File: config.mk
export PLATFORM = sky130hd
export DESIGN_NAME = nci_irq_logic
export DESIGN_NICKNAME = d
export VERILOG_FILES = /design/src/hw/nci_pkg.sv /design/src/hw/nci_irq_logic.sv
export SDC_FILE = /design/constraint.sdc
export NUM_CORES = 1
export LEC_CHECK = 0
export BUFFER_PORTS_ARGS = -buffer_cell sky130_fd_sc_hd__buf_2
export CORE_MARGIN = 2
export CORE_UTILIZATION = 45
export DETAILED_ROUTE_END_ITERATION = 10
export PLACE_DENSITY = 0.76
export SETUP_SLACK_MARGIN = 0.5
export SYNTH_ARGS = -nofsm -noshare
export SYNTH_HDL_FRONTEND = slang
export SYNTH_SLANG_ARGS = --single-unit
File: constraint.sdc
create_clock -name mclk -period 1.9 [get_ports mclk]
set_input_delay 0.095 -clock mclk [delete_from_list [all_inputs] [get_ports mclk]]
set_output_delay 0.095 -clock mclk [all_outputs]
set_load 0.02 [all_outputs]
File: src/hw/nci_pkg.sv
package nci_pkg;

  // ==========================================================
  // Timing
  localparam int CLK_MHZ      = 100;
  localparam int COLL_MIN_MS  = 1;
  localparam int COLL_MAX_MS  = 2;
  localparam int COLL_MIN_CYC = COLL_MIN_MS * CLK_MHZ * 1000;
  localparam int COLL_MAX_CYC = COLL_MAX_MS * CLK_MHZ * 1000;
  localparam int COLL_CNT_W   = 18;

  // ==========================================================
  // Register offsets
  localparam logic [7:0] ADDR_CTRL = 8'h00;
  localparam logic [7:0] ADDR_STAT = 8'h04;
  localparam logic [7:0] ADDR_MASK = 8'h08;
  localparam logic [7:0] ADDR_VEC  = 8'h0C;
  localparam logic [7:0] ADDR_PEND = 8'h10;

  // ==========================================================
  // Field positions
  localparam int CTRL_CMD_IE  = 0;
  localparam int CTRL_RCV_IE  = 1;
  localparam int CTRL_PRI_LSB = 4;
  localparam int CTRL_GO      = 8;
  localparam int STAT_W       = 4;

  // ==========================================================
  // Reset values and constants
  localparam logic [2:0]  BOARD_PRI_RST = 3'h5;
  localparam logic [3:0]  MASK_RST      = 4'h0;
  localparam logic [7:0]  VEC_BASE_RST  = 8'hC0;
  localparam logic [7:0]  CMD_VEC_OFS   = 8'h04;
  localparam logic [15:0] MIN_FRAME_LEN = 16'h0040;

  // ==========================================================
  // Carriers
  typedef struct packed {
    logic rcv;
    logic cmd;
  } nci_ev_t;

  typedef struct packed {
    logic coll_fail;
    logic coll_ok;
    logic rcv;
    logic cmd;
  } nci_flags_t;

  typedef struct packed {
    logic       req;
    logic [7:0] vec;
  } nci_vec_t;

  typedef enum logic [1:0] {
    ST_IDLE = 2'b00,
    ST_SEND = 2'b01,
    ST_WAIT = 2'b11,
    ST_DONE = 2'b10
  } nci_coll_st_t;

endpackage

File: src/hw/nci_irq_logic.sv
// The address map and the AHB-Lite interface to the registers are this design's own decisions.
`timescale 1ns/1ns
// Contract
// - Enabled command completion flags done, requests command vector
// - Receive without receive enable: flag only
// - Enabled receive completion flags done, requests receive vector
// - Command without command enable: flag only
// - Both enabled: loopback yields both interrupts
// - No interrupt while its done flag clear
// - Deliver only when processor priority below board; only vreq is gated, irq ignores processor priority
// - Correct vector, only with its enable set
// - Collision test sends minimum self frame, checks
module nci_irq_logic #(
  parameter int COLL_MIN = nci_pkg::COLL_MIN_CYC,
  parameter int COLL_MAX = nci_pkg::COLL_MAX_CYC
) (
  // Clock and reset
  input  wire logic                 mclk,
  input  wire logic                 rst_n,
  // AHB-Lite slave
  input  wire logic                 hsel,
  input  wire logic [31:0]          haddr,
  input  wire logic [1:0]           htrans,
  input  wire logic                 hwrite,
  input  wire logic [2:0]           hsize,
  input  wire logic [31:0]          hwdata,
  input  wire logic                 hready,
  output logic      [31:0]          hrdata,
  output logic                      hreadyout,
  output logic                      hresp,
  // Datapath completion events
  input  wire nci_pkg::nci_ev_t     ev,
  input  wire logic                 tx_end,
  output logic                      tx_start,
  output logic      [15:0]          tx_len,
  output logic                      tx_to_self,
  // Pins from host bus and transceiver
  input  wire logic [2:0]           proc_pri,
  input  wire logic                 int_ack,
  input  wire logic                 col_det,
  // Interrupt outputs
  output nci_pkg::nci_vec_t         vreq,
  output logic                      irq
);
  import nci_pkg::*;

  logic [31:0]               ctrl_reg;
  nci_flags_t                stat_reg;
  logic [3:0]                mask_reg;
  logic [7:0]                vec_base_reg;
  logic                      pend_cmd_reg;
  logic                      pend_rcv_reg;
  logic                      sel_rcv_reg;
  logic                      wr_pend_reg;
  logic [7:0]                wr_addr_reg;
  logic [2:0]                pri_s1, pri_s2;
  logic                      ack_s1, ack_s2, ack_d;
  logic                      col_s1, col_s2;
  nci_coll_st_t              st_reg;
  logic [COLL_CNT_W-1:0]     cnt_reg;
  nci_flags_t                set_ev;
  logic                      ack_edge;
  logic                      go;
  logic                      wr_stat;
  logic [2:0]                board_pri;
  logic                      rcv_ok;
  logic                      cmd_ok;

  function automatic logic [7:0] vec_of(input logic rcv, input logic [7:0] base);
    vec_of = rcv ? base : 8'(base + CMD_VEC_OFS);
  endfunction

  assign board_pri = ctrl_reg[CTRL_PRI_LSB +: 3];
  assign ack_edge  = ack_s2 && !ack_d;
  assign wr_stat   = wr_pend_reg && (wr_addr_reg == ADDR_STAT);
  assign rcv_ok    = pend_rcv_reg && stat_reg.rcv && ctrl_reg[CTRL_RCV_IE];
  assign cmd_ok    = pend_cmd_reg && stat_reg.cmd && ctrl_reg[CTRL_CMD_IE];
  assign go        = wr_pend_reg && (wr_addr_reg == ADDR_CTRL) && hwdata[CTRL_GO]
                     && (st_reg == ST_IDLE);

  // ==========================================================
  // Pin synchronisers
  always_ff @(posedge mclk or negedge rst_n)
  begin
    if (!rst_n)
    begin
      pri_s1 <= 3'h7;
      pri_s2 <= 3'h7;
      ack_s1 <= 1'b0;
      ack_s2 <= 1'b0;
      ack_d  <= 1'b0;
      col_s1 <= 1'b0;
      col_s2 <= 1'b0;
    end
    else
    begin
      pri_s1 <= proc_pri;
      pri_s2 <= pri_s1;
      ack_s1 <= int_ack;
      ack_s2 <= ack_s1;
      ack_d  <= ack_s2;
      col_s1 <= col_det;
      col_s2 <= col_s1;
    end
  end

  // ==========================================================
  // AHB-Lite slave, zero wait states
  always_ff @(posedge mclk or negedge rst_n)
  begin
    if (!rst_n)
    begin
      wr_pend_reg <= 1'b0;
      wr_addr_reg <= 8'h00;
      hrdata      <= 32'h0000_0000;
      hreadyout   <= 1'b0;
      hresp       <= 1'b0;
    end
    else
    begin
      hreadyout   <= 1'b1;
      hresp       <= 1'b0;
      wr_pend_reg <= hsel && htrans[1] && hready && hwrite;
      wr_addr_reg <= haddr[7:0];
      if (hsel && htrans[1] && hready && !hwrite)
      begin
        case (haddr[7:0])
          ADDR_CTRL: hrdata <= ctrl_reg;
          ADDR_STAT: hrdata <= {28'h0000000, stat_reg};
          ADDR_MASK: hrdata <= {28'h0000000, mask_reg};
          ADDR_VEC:  hrdata <= {24'h000000, vec_base_reg};
          ADDR_PEND: hrdata <= {28'h0000000, st_reg, pend_rcv_reg, pend_cmd_reg};
          default:   hrdata <= 32'h0000_0000;
        endcase
      end
    end
  end

  // ==========================================================
  // Control, mask and vector registers
  always_ff @(posedge mclk or negedge rst_n)
  begin
    if (!rst_n)
    begin
      ctrl_reg     <= {25'h0000000, BOARD_PRI_RST, 4'h0};
      mask_reg     <= MASK_RST;
      vec_base_reg <= VEC_BASE_RST;
    end
    else if (wr_pend_reg)
    begin
      case (wr_addr_reg)
        ADDR_CTRL: ctrl_reg <= {25'h0000000, hwdata[CTRL_PRI_LSB +: 3], 2'h0,
                                hwdata[CTRL_RCV_IE], hwdata[CTRL_CMD_IE]};
        ADDR_MASK: mask_reg <= hwdata[3:0];
        ADDR_VEC:  vec_base_reg <= hwdata[7:0];
        default:   ctrl_reg <= ctrl_reg;
      endcase
    end
  end

  // ==========================================================
  // Sticky status, write one to clear, set wins
  always_comb
  begin
    set_ev           = '0;
    set_ev.cmd       = ev.cmd || (st_reg == ST_DONE);
    set_ev.rcv       = ev.rcv;
    set_ev.coll_ok   = (st_reg == ST_WAIT) && col_s2 && (cnt_reg >= COLL_CNT_W'(COLL_MIN));
    set_ev.coll_fail = (st_reg == ST_WAIT) && ((col_s2 && (cnt_reg < COLL_CNT_W'(COLL_MIN)))
                       || (!col_s2 && (cnt_reg >= COLL_CNT_W'(COLL_MAX))));
  end

  always_ff @(posedge mclk or negedge rst_n)
  begin
    if (!rst_n)
      stat_reg <= '0;
    else
      stat_reg <= (stat_reg & ~(wr_stat ? hwdata[3:0] : 4'h0)) | set_ev;
  end

  always_ff @(posedge mclk or negedge rst_n)
  begin
    if (!rst_n)
      irq <= 1'b0;
    else
      irq <= |(stat_reg & mask_reg);
  end

  // ==========================================================
  // Vectored requests
  always_ff @(posedge mclk or negedge rst_n)
  begin
    if (!rst_n)
    begin
      pend_cmd_reg <= 1'b0;
      pend_rcv_reg <= 1'b0;
    end
    else
    begin
      if (set_ev.cmd && ctrl_reg[CTRL_CMD_IE])
        pend_cmd_reg <= 1'b1;
      else if (!stat_reg.cmd || (ack_edge && vreq.req && !sel_rcv_reg))
        pend_cmd_reg <= 1'b0;
      if (set_ev.rcv && ctrl_reg[CTRL_RCV_IE])
        pend_rcv_reg <= 1'b1;
      else if (!stat_reg.rcv || (ack_edge && vreq.req && sel_rcv_reg))
        pend_rcv_reg <= 1'b0;
    end
  end

  always_ff @(posedge mclk or negedge rst_n)
  begin
    if (!rst_n)
    begin
      vreq        <= '0;
      sel_rcv_reg <= 1'b0;
    end
    else
    begin
      if (!vreq.req)
        sel_rcv_reg <= rcv_ok;
      vreq.vec <= vec_of(vreq.req ? sel_rcv_reg : rcv_ok, vec_base_reg);
      // Held request drops when its own source withdraws, then re-arbitrates
      vreq.req <= !ack_s2 && (pri_s2 < board_pri)
                  && (vreq.req ? (sel_rcv_reg ? rcv_ok : cmd_ok) : (rcv_ok || cmd_ok))
                  && !(ack_edge && vreq.req);
    end
  end

  // ==========================================================
  // Collision-detect self test
  always_ff @(posedge mclk or negedge rst_n)
  begin
    if (!rst_n)
    begin
      st_reg     <= ST_IDLE;
      cnt_reg    <= '0;
      tx_start   <= 1'b0;
      tx_len     <= 16'h0000;
      tx_to_self <= 1'b0;
    end
    else
    begin
      tx_start <= 1'b0;
      case (st_reg)
        ST_IDLE:
        begin
          if (go)
          begin
            st_reg     <= ST_SEND;
            tx_start   <= 1'b1;
            tx_len     <= MIN_FRAME_LEN;
            tx_to_self <= 1'b1;
          end
        end
        ST_SEND:
        begin
          cnt_reg <= '0;
          if (tx_end)
            st_reg <= ST_WAIT;
        end
        ST_WAIT:
        begin
          cnt_reg <= cnt_reg + 1'b1;
          if (set_ev.coll_ok || set_ev.coll_fail)
            st_reg <= ST_DONE;
        end
        ST_DONE:
        begin
          tx_to_self <= 1'b0;
          st_reg     <= ST_IDLE;
        end
        default: st_reg <= ST_IDLE;
      endcase
    end
  end
endmodule

==> tab_implementation.tex, run 1 <==
\begin{tabular}{lr}
\hline
Metric & Value \\
\hline
\multicolumn{2}{l}{\textbf{Cells and area}} \\
Post-route standard cell area excluding fillers & between 5000 and 6000 sq um \\
Flip-flop count of the largest register after layout & 18 \\
Syn-to-layout area delta & 31.9\% \\
Count of inserted antenna diode cells & 0 \\
Final \#Nets & 569 \\
Share of final-layout standard cells stronger than drive strength 1 & between 30\% and 40\% \\
\multicolumn{2}{l}{\textbf{Die}} \\
Area of the die & approximately 9700 sq um \\
Std-Cell Rows & 34 \\
CORE AREA & just under 9000 sq um \\
Die Height & between 90 and 100 um \\
Die span in x & about 98 um \\
Number of placed I/O pins & around 140 \\
Starting Density & 46.2\% \\
\multicolumn{2}{l}{\textbf{Status}} \\
Run status & finished with violations \\
Violations in the final reports & negative setup slack \\
\multicolumn{2}{l}{\textbf{Worst setup path}} \\
Setup crit start kind & flip-flop \\
Arrival time at the worst endpoint & roughly 2.2 ns \\
Worst setup path class & reg2reg \\
Cell type with the highest occurrence count on the critical path & sky130\_fd\_sc\_hd\_\_or4\_4 \\
Largest stage delay on the critical path & between 0.5 and 0.6 ns \\
Critical path, cell by cell & or4\_4 -> or4\_4 -> buf\_4 -> mux2\_2 \\
Max FO, Critical Path & 5 \\
Critical path buffer and inverter count & 1 \\
Critical Path Slowest Stage Cell & sky130\_fd\_sc\_hd\_\_or4\_4 \\
CP endpoint kind & flip-flop \\
CP Data Required Time & between 2 and 2.5 ns \\
Top delay family on crit path & simple AND/OR/NAND/NOR gates \\
\multicolumn{2}{l}{\textbf{Pwr}} \\
Part of the power in combinational logic & between 10\% and 20\% \\
Switching fraction of total power & between 20\% and 30\% \\
Leakage Power & 2.48 nW \\
Worst IR drop on VDD & 0.399 mV \\
Int Pwr & 0.00266 W \\
Power Dens Cells & around 700 nW/um\^{}2 \\
Switching Power & between 0.001 and 0.0015 W \\
Sequential group share of total power & 53.7\% \\
Part of the total power dissipated in the clock network & 32.7\% \\
\multicolumn{2}{l}{\textbf{Synth}} \\
Leading cell type by number of instances after synthesis & sky130\_fd\_sc\_hd\_\_dfrtp\_1 \\
Post-synthesis average cell area & approximately 11 sq um \\
FFs w/ async S/R, synth & between 90\% and 100\% \\
Number of warnings printed during yosys synthesis & 0 \\
Number of distinct library cells after synthesis & 50 \\
Number of flops mapped to enable cells by yosys & 0 \\
Commonest register cell after synthesis & sky130\_fd\_sc\_hd\_\_dfrtp\_1 \\
Seq cells post-synth & between 80 and 90 \\
Fraction of the yosys area taken by sequential cells & 54.0\% \\
Area share of the largest cell type after synthesis & a little under half \\
Biggest area contributors in the synthesized netlist & sky130\_fd\_sc\_hd\_\_dfrtp\_1, sky130\_fd\_sc\_hd\_\_buf\_4, sky130\_fd\_sc\_hd\_\_mux2\_2 \\
Synthesized instance count & 354 \\
Commonest cells in the synthesized netlist & sky130\_fd\_sc\_hd\_\_dfrtp\_1, sky130\_fd\_sc\_hd\_\_buf\_4, sky130\_fd\_sc\_hd\_\_nand2\_1, sky130\_fd\_sc\_hd\_\_mux2\_2, sky130\_fd\_sc\_hd\_\_nor2\_1 \\
Mapped cell area & roughly 4000 sq um \\
Synth area leader & sky130\_fd\_sc\_hd\_\_dfrtp\_1 \\
\multicolumn{2}{l}{\textbf{Route}} \\
Iteration-0 DRC count of the detailed router & between 100 and 150 \\
Remaining antenna violation count after routing & 0 \\
Residual DRC & 0 \\
Number of iterations in the first detailed-routing pass & 4 \\
WL per Instance & $\sim$16 um \\
Routed via count divided by cell count & about 5.2 \\
Total wire length & 9470 um \\
Via total after detailed routing & slightly above 3000 \\
\multicolumn{2}{l}{\textbf{Placed design}} \\
Placed Instance Area & about 4400 sq um \\
Weighted congestion reported at the end of routability-driven placement & $\sim$0.76 \\
Estimated wirelength of the detail-placed design & about 6000 um \\
Worst setup slack after placement & -0.0564 ns \\
IO Port Bufs & between 50 and 60 \\
\multicolumn{2}{l}{\textbf{STA}} \\
Max-slew violation count & 0 \\
Setup repair after global routing missed its margin & true \\
Final setup violating endpoints & 4 \\
Clock skew & between 0.01 and 0.015 ns \\
Post-layout minimum cycle time & 1.93 ns \\
Actual transition at the worst max-transition pin & slightly below 0.6 ns \\
Maximum operating frequency & $\sim$0.52 GHz \\
Worst setup margin & -0.0260 ns \\
Worst rel slew slack & approximately three fifths \\
Final Hold Vio Count & 0 \\
Period Utilization, post-route & 101\% \\
\multicolumn{2}{l}{\textbf{CTS}} \\
Clock tree from TritonCTS & built \\
H-tree levels & 3 \\
Root buffer cell & sky130\_fd\_sc\_hd\_\_clkbuf\_8 \\
Number of clock sinks & 86 \\
Max Root-Sink Buffers & 2 \\
Clock buffer count from CTS & 9 \\
Worst-path clk slew & about 0.10 ns \\
Later-pin clock latency in the skew report & between 0.3 and 0.4 ns \\
\multicolumn{2}{l}{\textbf{Global routing}} \\
Maximum number of pins on one net before global-route repair & 43 \\
Global-route wire length before repair & approximately 15000 um \\
Overall track demand over capacity in global routing & between 10\% and 20\% \\
Number of antenna violations at the first check in global routing & 0 \\
Vias in the first global route & between 3000 and 4000 \\
Gr ovfl total & 0 \\
\multicolumn{2}{l}{\textbf{Flow run}} \\
Count of max-cap constraint violations & 0 \\
\multicolumn{2}{l}{\textbf{Worst hold path}} \\
Hold crit path type & in2reg \\
\hline
\end{tabular}
-- area by class of cell --
| class | instances | area, sq um |
|---|---|---|
| inverter | 8 | 33.8 |
| multi-input combinational | 251 | 1850 |
| timing repair buffer | 126 | 912 |
| clock inverter | 6 | 46.3 |
| tap | 108 | 135 |
| clock buffer | 10 | 138 |
| sequential | 86 | 2170 |
| fill | 711 | 3400 |
-- repair_timing --
action	4_1_cts	5_1_grt
hold buffers	22	0
resized for setup	44	17
buffers inserted	26	13
endpoints found under the hold margin	102	0
setup endpoints to repair	41	44
pin swaps	19	18
-- per-stage QoR --
step	util [%]	instances	hold slack [ns]	power, W	TNS [ns]
after floorplan	-	393	-0.201	0.00232	-0.0829
after global placement	50.1	518	-0.0323	0.00240	-0.0211
after detailed placement	50.1	518	-0.0274	0.00242	-0.535
after CTS	59.0	582	0.00132	0.00369	-0.198
after global routing	60.9	595	0.00486	0.00386	-0.461
final	60.9	595	0.0196	0.00370	-0.0840
-- routing by layer --
metal  global-route usage, %  vias to the layer above  routed length, um
li1                        -                     1444                  -
met1                    23.5                     1565               3810
met2                    34.7                       86               5070
met3                    4.15                       19                376
met4                    7.27                        0                210
met5                       0                        -                  0
-- logic make-up after synthesis --
family	after synthesis	share of synthesized area, %
buffers and inverters	56	9.37
other	2	0.187
muxes	27	7.50
AOI/OAI and AO/OA	61	11.0
xor gates and xnor gates	11	2.40
DFF	86	54.0
and+or+nand+nor	106	13.9
adders and majority gates	5	1.56
-- cells in the final DEF, fill, tap and decap left out, types with 9 or more instances in the layout --
cell	count
sky130_fd_sc_hd__buf_4	43
sky130_fd_sc_hd__nor2_1	19
sky130_fd_sc_hd__o21ai_0	10
sky130_fd_sc_hd__mux2_4	9
sky130_fd_sc_hd__mux2_2	15
sky130_fd_sc_hd__dfrtp_1	70
sky130_fd_sc_hd__nand2_1	28
sky130_fd_sc_hd__buf_2	51
sky130_fd_sc_hd__dfstp_2	10
sky130_fd_sc_hd__dlygate4sd3_1	22
sky130_fd_sc_hd__conb_1	41
sky130_fd_sc_hd__clkbuf_8	10
-- power groups by stage --
stage	Combinational [W]	Clock, W	Sequential, W
2_1_floorplan	0.000286	0	0.00203
3_3_place_gp	0.000387	0	0.00202
3_5_place_dp	0.000398	0	0.00202
4_1_cts	0.000479	0.00123	0.00198
5_1_grt	0.000545	0.00132	0.00200
6_report	0.000502	0.00121	0.00199
-- worst paths after layout --
kind                                   endpoint  slack (ns)           start  depth (start not counted)
min in group asynchronous              tx_start        0.13           rst_n                          2
max in group asynchronous             pri_s2[1]        1.09           rst_n                          3
worst max register to register      ctrl_reg[5]       -0.03  wr_addr_reg[6]                          4
worst min-delay path            vec_base_reg[2]        0.02       hwdata[2]                          2
worst min register to register           col_s2        0.35          col_s1                          0
worst max-delay path                ctrl_reg[5]       -0.03  wr_addr_reg[6]                          4
No activity file was read; power rests on OpenSTA's default activity.
==> run 2: changes to the inputs <==
Settings changed: ABC_AREA set to 1, CORE_UTILIZATION 45 to 36, PLACE_DENSITY 0.76 to unset.
==> run 2 against run 1 <==
  * The flow now finishes without violations
  * Final area shrank 0.54%
  * Global-route usage decreased by 4.1 points
  * Register-to-register slack better by 0.57 ns
  * Fmax grew 42%
  * Core utilization down 15 points
  * Synthesized cell count up 45%
  * First-iteration DRC count is 86% higher
  * Clock power rose by 47%
  * Sequential share of layout area increased by 0.25 points
  * Sequential power up 4%
  * Cell count grew 27%
  * Critical endpoint is now cnt_reg[16]
==> tab_implementation.tex, run 2 <==
\begin{tabular}{lr}
\hline
Metric & Value \\
\hline
\multicolumn{2}{l}{\textbf{Worst setup path}} \\
CP endpoint kind & flip-flop \\
Critical path, cell by cell & ha\_4 -> nand3\_4 -> nor3\_4 -> nand4\_1 -> nand3\_1 -> o21ai\_1 \\
Max FO, Critical Path & 5 \\
Setup crit start kind & flip-flop \\
Worst setup path class & reg2reg \\
Worst setup startpoint & cnt\_reg[1] \\
CP Data Required Time & roughly 2.1 ns \\
Top delay family on crit path & simple AND/OR/NAND/NOR gates \\
Critical path buffer and inverter count & 0 \\
Worst reg2reg startpoint & cnt\_reg[1] \\
Arrival time at the worst endpoint & between 1.5 and 2 ns \\
Critical Path Slowest Stage Cell & sky130\_fd\_sc\_hd\_\_dfrtp\_2 \\
Largest stage delay on the critical path & 0.42 ns \\
\multicolumn{2}{l}{\textbf{Die}} \\
Std-Cell Rows & 39 \\
Die Height & between 100 and 150 um \\
CORE AREA & 11500 sq um \\
Number of placed I/O pins & 144 \\
Area of the die & $\sim$13000 sq um \\
Die span in x & 113 um \\
Starting Density & between 30\% and 40\% \\
\multicolumn{2}{l}{\textbf{Global routing}} \\
Vias in the first global route & 3300 \\
Gr ovfl total & 0 \\
Global-route wire length before repair & 16000 um \\
Maximum number of pins on one net before global-route repair & 48 \\
Overall track demand over capacity in global routing & 15.5\% \\
Number of antenna violations at the first check in global routing & 0 \\
\multicolumn{2}{l}{\textbf{Cells and area}} \\
Most frequent standard cell in the layout excluding fill and tap cells & sky130\_fd\_sc\_hd\_\_nand2\_1 \\
Final \#Nets & 693 \\
Share of final-layout standard cells stronger than drive strength 1 & between 20 and 25\% \\
Flip-flop count of the largest register after layout & 18 \\
Post-route standard cell area excluding fillers & 5250 sq um \\
Syn-to-layout area delta & 23.6\% \\
Leading cell types in the layout, fill and taps excluded & sky130\_fd\_sc\_hd\_\_nand2\_1, sky130\_fd\_sc\_hd\_\_dfrtp\_1, sky130\_fd\_sc\_hd\_\_inv\_1 \\
Count of inserted antenna diode cells & 0 \\
Share of the core filled with cells & 45.8\% \\
Filler Cells Inserted & between 1000 and 1500 \\
Post-route insts no fill & 754 \\
\multicolumn{2}{l}{\textbf{Placed design}} \\
Placed Instance Area & around 4600 sq um \\
Weighted congestion reported at the end of routability-driven placement & roughly 0.82 \\
Worst setup slack after placement & 0.378 ns \\
Estimated wirelength of the detail-placed design & approximately 6900 um \\
IO Port Bufs & between 50 and 60 \\
\# placed instances & about 710 \\
\multicolumn{2}{l}{\textbf{Synth}} \\
Synth area leader & sky130\_fd\_sc\_hd\_\_dfrtp\_1 \\
Commonest cells in the synthesized netlist & sky130\_fd\_sc\_hd\_\_nand2\_1, sky130\_fd\_sc\_hd\_\_dfrtp\_1, sky130\_fd\_sc\_hd\_\_inv\_1, sky130\_fd\_sc\_hd\_\_nor2\_1, sky130\_fd\_sc\_hd\_\_nand3\_1 \\
Number of distinct library cells after synthesis & 31 \\
Area share of the largest cell type after synthesis & between 40 and 50\% \\
Number of flops mapped to enable cells by yosys & 0 \\
Synthesized instance count & just over 500 \\
Post-synthesis average cell area & just over 8 sq um \\
Commonest register cell after synthesis & sky130\_fd\_sc\_hd\_\_dfrtp\_1 \\
Fraction of the yosys area taken by sequential cells & about half \\
FFs w/ async S/R, synth & between 90\% and 100\% \\
Leading cell type by number of instances after synthesis & sky130\_fd\_sc\_hd\_\_nand2\_1 \\
Seq cells post-synth & 86 \\
Number of warnings printed during yosys synthesis & 0 \\
Biggest area contributors in the synthesized netlist & sky130\_fd\_sc\_hd\_\_dfrtp\_1, sky130\_fd\_sc\_hd\_\_nand2\_1, sky130\_fd\_sc\_hd\_\_buf\_4 \\
Mapped cell area & roughly 4300 sq um \\
\multicolumn{2}{l}{\textbf{CTS}} \\
Root buffer cell & sky130\_fd\_sc\_hd\_\_clkbuf\_16 \\
Number of clock sinks & between 80 and 90 \\
H-tree levels & 3 \\
Max Root-Sink Buffers & 2 \\
Clock tree from TritonCTS & built \\
Later-pin clock latency in the skew report & roughly 0.34 ns \\
Worst-path clk slew & $\sim$0.07 ns \\
Clock buffer count from CTS & 9 \\
\multicolumn{2}{l}{\textbf{STA}} \\
Max-slew violation count & 0 \\
Final Hold Vio Count & 0 \\
Worst rel slew slack & between 50\% and 60\% \\
Final setup violating endpoints & 0 \\
Actual transition at the worst max-transition pin & 0.686 ns \\
Maximum operating frequency & about 0.74 GHz \\
Worst setup margin & roughly 0.54 ns \\
Post-layout minimum cycle time & roughly 1.4 ns \\
Period Utilization, post-route & 71.6\% \\
Clock skew & between 0.009 and 0.01 ns \\
Setup repair after global routing missed its margin & true \\
Sum Neg Setup Slack & 0 ns \\
\multicolumn{2}{l}{\textbf{Route}} \\
Routed via count divided by cell count & approximately 4.7 \\
WL per Instance & around 13 um \\
Iteration-0 DRC count of the detailed router & between 200 and 300 \\
Via total after detailed routing & roughly 3500 \\
Total wire length & 9800 um \\
Number of iterations in the first detailed-routing pass & 4 \\
Residual DRC & 0 \\
Remaining antenna violation count after routing & 0 \\
\multicolumn{2}{l}{\textbf{Pwr}} \\
Worst IR drop on VDD & roughly 0.48 mV \\
Power Dens Cells & roughly 870 nW/um\^{}2 \\
Leakage Power & $\sim$2.6 nW \\
\multicolumn{2}{l}{\textbf{Worst hold path}} \\
Hold crit path type & in2reg \\
Hold Path Origin & hwdata[5] \\
\multicolumn{2}{l}{\textbf{Flow run}} \\
Count of max-cap constraint violations & 0 \\
\multicolumn{2}{l}{\textbf{Status}} \\
Run status & finished clean \\
\hline
\end{tabular}
[run 2: cell types whose count changed in the layout (fill, tap and decap cells not counted), sizes merged, moves of 8 or more]
cell / change
nand2: +97
inv: +48
nand3: +44
buf: -36
nor2: +36
o21ai: +29
mux2: -23
a22oi: -8
[run 2: logic make-up after synthesis]
logic type | synth area share [%]
AND/OR/NAND/NOR | 26.0
multiplexers | 0.265
flip-flops | 50.9
buffers and inverters | 12.7
AO/OA/AOI/OAI | 6.86
XOR/XNOR | 1.65
other | 0.177
adder cells (fa/ha/maj) | 1.47
[run 2: where the power goes]
part	leakage [nW]	switching (W)	internal [W]
clock network	0.139	0.000749	0.00103
logic	1.51	0.000482	0.000241
registers	0.969	0.000128	0.00194
[run 2: what timing repair did]
action                     4_1_cts  5_1_grt
resized for setup                5       31
setup endpoints to repair        9       30
buffers inserted                 2        9
cloned                           0        1
hold endpoints to repair        48        0
hold buffers                    19        0
pin swaps                        1       10
[run 2: path summary, 6_finish.rpt]
check | slack (ns) | end | depth (start not counted)
max | 0.54 | cnt_reg[16] | 6
min | 0.01 | vec_base_reg[5] | 3
max reg2reg | 0.54 | cnt_reg[16] | 6
min reg2reg | 0.35 | col_s2 | 0
max in group asynchronous | 0.96 | stat_reg[1] | 3
min in group asynchronous | 0.29 | cnt_reg[5] | 2
[run 2: layer usage]
| layer | up-vias | GRT usage (%) | wire [um] |
|---|---|---|---|
| li1 | 1752 | - | - |
| met1 | 1641 | 21.7 | 4590 |
| met2 | 115 | 24.6 | 4600 |
| met3 | 4 | 1.84 | 554 |
| met4 | 0 | 6.34 | 65 |
| met5 | - | 0 | 0 |
[run 2: final cells by class]
type / count / area, sq um / area share [%]
Clock buffer: 10 / 229 / 4.36
Clock inverter: 6 / 71.3 / 1.36
Inverter: 56 / 214 / 4.07
Multi-Input combinational cell: 366 / 1800 / 34.3
Sequential cell: 86 / 2170 / 41.4
Tap cell: 143 / 179 / 3.41
Timing Repair Buffer: 87 / 586 / 11.1
[run 2: worst register-to-register path, stage by stage (launching register included)]
cell and delay (ns):
sky130_fd_sc_hd__dfrtp_2 0.42, sky130_fd_sc_hd__ha_4 0.19, sky130_fd_sc_hd__nand3_4 0.09, sky130_fd_sc_hd__nor3_4 0.27
sky130_fd_sc_hd__nand4_1 0.12, sky130_fd_sc_hd__nand3_1 0.10, sky130_fd_sc_hd__o21ai_1 0.06
[run 2: through the flow]
stage / hold WS (ns) / total power [W]
3_3_place_gp: 0.121 / 0.00273
4_1_cts: 0.00359 / 0.00456
5_1_grt: 0.0103 / 0.00479
3_5_place_dp: 0.125 / 0.00274
6_report: 0.00968 / 0.00457
2_1_floorplan: -0.201 / 0.00252
==> run 3: changes to the inputs <==
Clock period 1.9 ns to 1.2 ns, I/O delays scaled along.
==> run 3 against run 2 <==
  * The run now ends with negative hold slack, negative setup slack left
  * Combinational power rose to 3.7 times the previous value
  * Clock power increased by 85%
  * Global-route usage up 3.6 points
  * Sequential power grew 58%
  * Die area did not move
  * Core utilization up 13 points
  * Via count is 13% higher
  * Critical endpoint is now vec_base_reg[7]
  * Highest routed layer unchanged
==> tab_implementation.tex, run 3 (synthesis results as in run 2) <==
\begin{tabular}{lr}
\hline
Metric & Value \\
\hline
\multicolumn{2}{l}{\textbf{Status}} \\
Run status & finished with violations \\
Violations in the final reports & negative hold slack, negative setup slack \\
\multicolumn{2}{l}{\textbf{Worst setup path}} \\
Max FO, Critical Path & 6 \\
Worst setup endpoint & vec\_base\_reg[7] \\
CP Data Required Time & around 1.5 ns \\
Setup crit start kind & flip-flop \\
End of the worst register-to-register path & vec\_base\_reg[7] \\
Worst setup startpoint & wr\_addr\_reg[5] \\
Worst setup path class & reg2reg \\
Number of cells traversed by the worst register-to-register path & 5 \\
CP endpoint kind & flip-flop \\
Arrival time at the worst endpoint & between 1.5 and 2 ns \\
Worst reg2reg startpoint & wr\_addr\_reg[5] \\
Register-to-register path setup slack & -0.10 ns \\
\multicolumn{2}{l}{\textbf{Die}} \\
CORE AREA & between 10000 and 15000 sq um \\
Area of the die & roughly 13000 sq um \\
Std-Cell Rows & 39 \\
Starting Density & 37.1\% \\
Number of placed I/O pins & between 100 and 150 \\
Die Height & $\sim$110 um \\
Die span in x & 113 um \\
\multicolumn{2}{l}{\textbf{Cells and area}} \\
Flip-flop count of the largest register after layout & 18 \\
Count of inserted antenna diode cells & 0 \\
Share of final-layout standard cells stronger than drive strength 1 & approximately 48\% \\
Final \#Nets & between 700 and 800 \\
Post-route standard cell area excluding fillers & $\sim$6800 sq um \\
Multi-input logic area & approximately 2400 sq um \\
Share of the core filled with cells & 59.1\% \\
Syn-to-layout area delta & 59.6\% \\
Most frequent standard cell in the layout excluding fill and tap cells & sky130\_fd\_sc\_hd\_\_nand2\_1 \\
Leading cell types in the layout, fill and taps excluded & sky130\_fd\_sc\_hd\_\_nand2\_1, sky130\_fd\_sc\_hd\_\_dfrtp\_1, sky130\_fd\_sc\_hd\_\_buf\_6 \\
Sequential standard cell area & 2180 sq um \\
Filler Cells Inserted & just over 900 \\
\multicolumn{2}{l}{\textbf{Flow run}} \\
Count of max-cap constraint violations & 0 \\
\multicolumn{2}{l}{\textbf{Pwr}} \\
Leakage Power & roughly 3.4 nW \\
Overall power & a little over 0.009 W \\
Power Dens Cells & 1360 nW/um\^{}2 \\
Worst IR drop on VDD & roughly 0.76 mV \\
\multicolumn{2}{l}{\textbf{Route}} \\
Via total after detailed routing & slightly below 4000 \\
Remaining antenna violation count after routing & 0 \\
Routed via count divided by cell count & 4.83 \\
Residual DRC & 0 \\
Iteration-0 DRC count of the detailed router & around 200 \\
Number of iterations in the first detailed-routing pass & 5 \\
WL per Instance & approximately 15 um \\
Total wire length & 12000 um \\
\multicolumn{2}{l}{\textbf{Placed design}} \\
IO Port Bufs & 52 \\
Worst setup slack after placement & -0.118 ns \\
Estimated wirelength of the detail-placed design & just over 7000 um \\
Placed Instance Area & around 5000 sq um \\
Weighted congestion reported at the end of routability-driven placement & around 0.88 \\
\multicolumn{2}{l}{\textbf{STA}} \\
Final worst hold slack & -0.384 ns \\
Post-layout minimum cycle time & 1.30 ns \\
Clock skew & 0.0123 ns \\
Setup repair after global routing missed its margin & true \\
Worst setup margin & -0.102 ns \\
Max-slew violation count & 0 \\
Period Utilization, post-route & 108\% \\
Final Hold Vio Count & 78 \\
Final setup violating endpoints & 27 \\
Maximum operating frequency & 0.768 GHz \\
\multicolumn{2}{l}{\textbf{CTS}} \\
Clock tree from TritonCTS & built \\
Number of clock sinks & 86 \\
Max Root-Sink Buffers & 2 \\
H-tree levels & 3 \\
Clock buffer count from CTS & 9 \\
Later-pin clock latency in the skew report & about 0.35 ns \\
Cts-stage hold buffer count & 22 \\
Root buffer cell & sky130\_fd\_sc\_hd\_\_clkbuf\_16 \\
Worst-path clk slew & 0.07 ns \\
\multicolumn{2}{l}{\textbf{Global routing}} \\
Global-route wire length before repair & between 15000 and 20000 um \\
Number of antenna violations at the first check in global routing & 0 \\
Gr ovfl total & 0 \\
Maximum number of pins on one net before global-route repair & 36 \\
Overall track demand over capacity in global routing & 19.2\% \\
Vias in the first global route & between 3000 and 4000 \\
\multicolumn{2}{l}{\textbf{Worst hold path}} \\
Hold crit path type & in2async \\
\hline
\end{tabular}
[run 3: worst min path at each step]
stage | cells past startpoint | to | slack, ns | start
2_1_floorplan | 0 | ack_d | -0.24 | rst_n
3_3_place_gp | 1 | ack_s1 | -0.006 | rst_n
3_5_place_dp | 1 | ack_s1 | -0.002 | rst_n
4_1_cts | 1 | ack_s1 | -0.38 | rst_n
5_1_grt | 1 | ack_s1 | -0.37 | rst_n
6_report | 1 | ack_s1 | -0.38 | rst_n
[run 3: repair_timing]
| action | CTS | global route |
|---|---|---|
| setup buffers | 31 | 17 |
| pin swaps | 46 | 41 |
| gates resized for setup | 171 | 73 |
| hold endpoints to repair | 104 | 66 |
| gates cloned | 3 | 0 |
| endpoints found under the setup margin | 85 | 85 |
[run 3: cell type report]
| class | instances | share of cell area (%) |
|---|---|---|
| Clock buffer | 10 | 3.38 |
| Clock inverter | 6 | 1.70 |
| Inverter | 56 | 3.84 |
| Multi-Input combinational cell | 367 | 35.0 |
| Sequential cell | 86 | 32.2 |
| Tap cell | 143 | 2.64 |
| Timing Repair Buffer | 151 | 21.3 |
[run 3: where the power goes]
part	total, W	leakage [nW]	switching (W)	internal (W)
Sequential	0.00327	0.956	0.000193	0.00308
Clock	0.00329	0.164	0.00124	0.00205
Combinational	0.00270	2.25	0.00135	0.00134
[run 3: worst max-delay path, stage by stage (launching register included)]
cell and delay (ns):
sky130_fd_sc_hd__dfrtp_1 0.37, sky130_fd_sc_hd__nor2_1 0.11, sky130_fd_sc_hd__nand2_2 0.12, sky130_fd_sc_hd__nor2_4 0.19, sky130_fd_sc_hd__nand2_4 0.12, sky130_fd_sc_hd__mux2_4 0.32
[run 3: stage by stage]
step                setup TNS [ns]  instances
CTS                         -0.661        802
global route                 -3.65        819
floorplan                  -0.0634        552
finish                       -1.25        819
detailed placement           -1.74        730
global placement            -0.783        730
[run 3: per-layer routing]
layer	track usage (%)	vias to the layer above	share of wire [%]
met5	0	-	0
met4	9.43	0	3.4
met3	4.64	30	5.6
met2	32.1	132	50
met1	23.1	1897	41
li1	-	1894	-
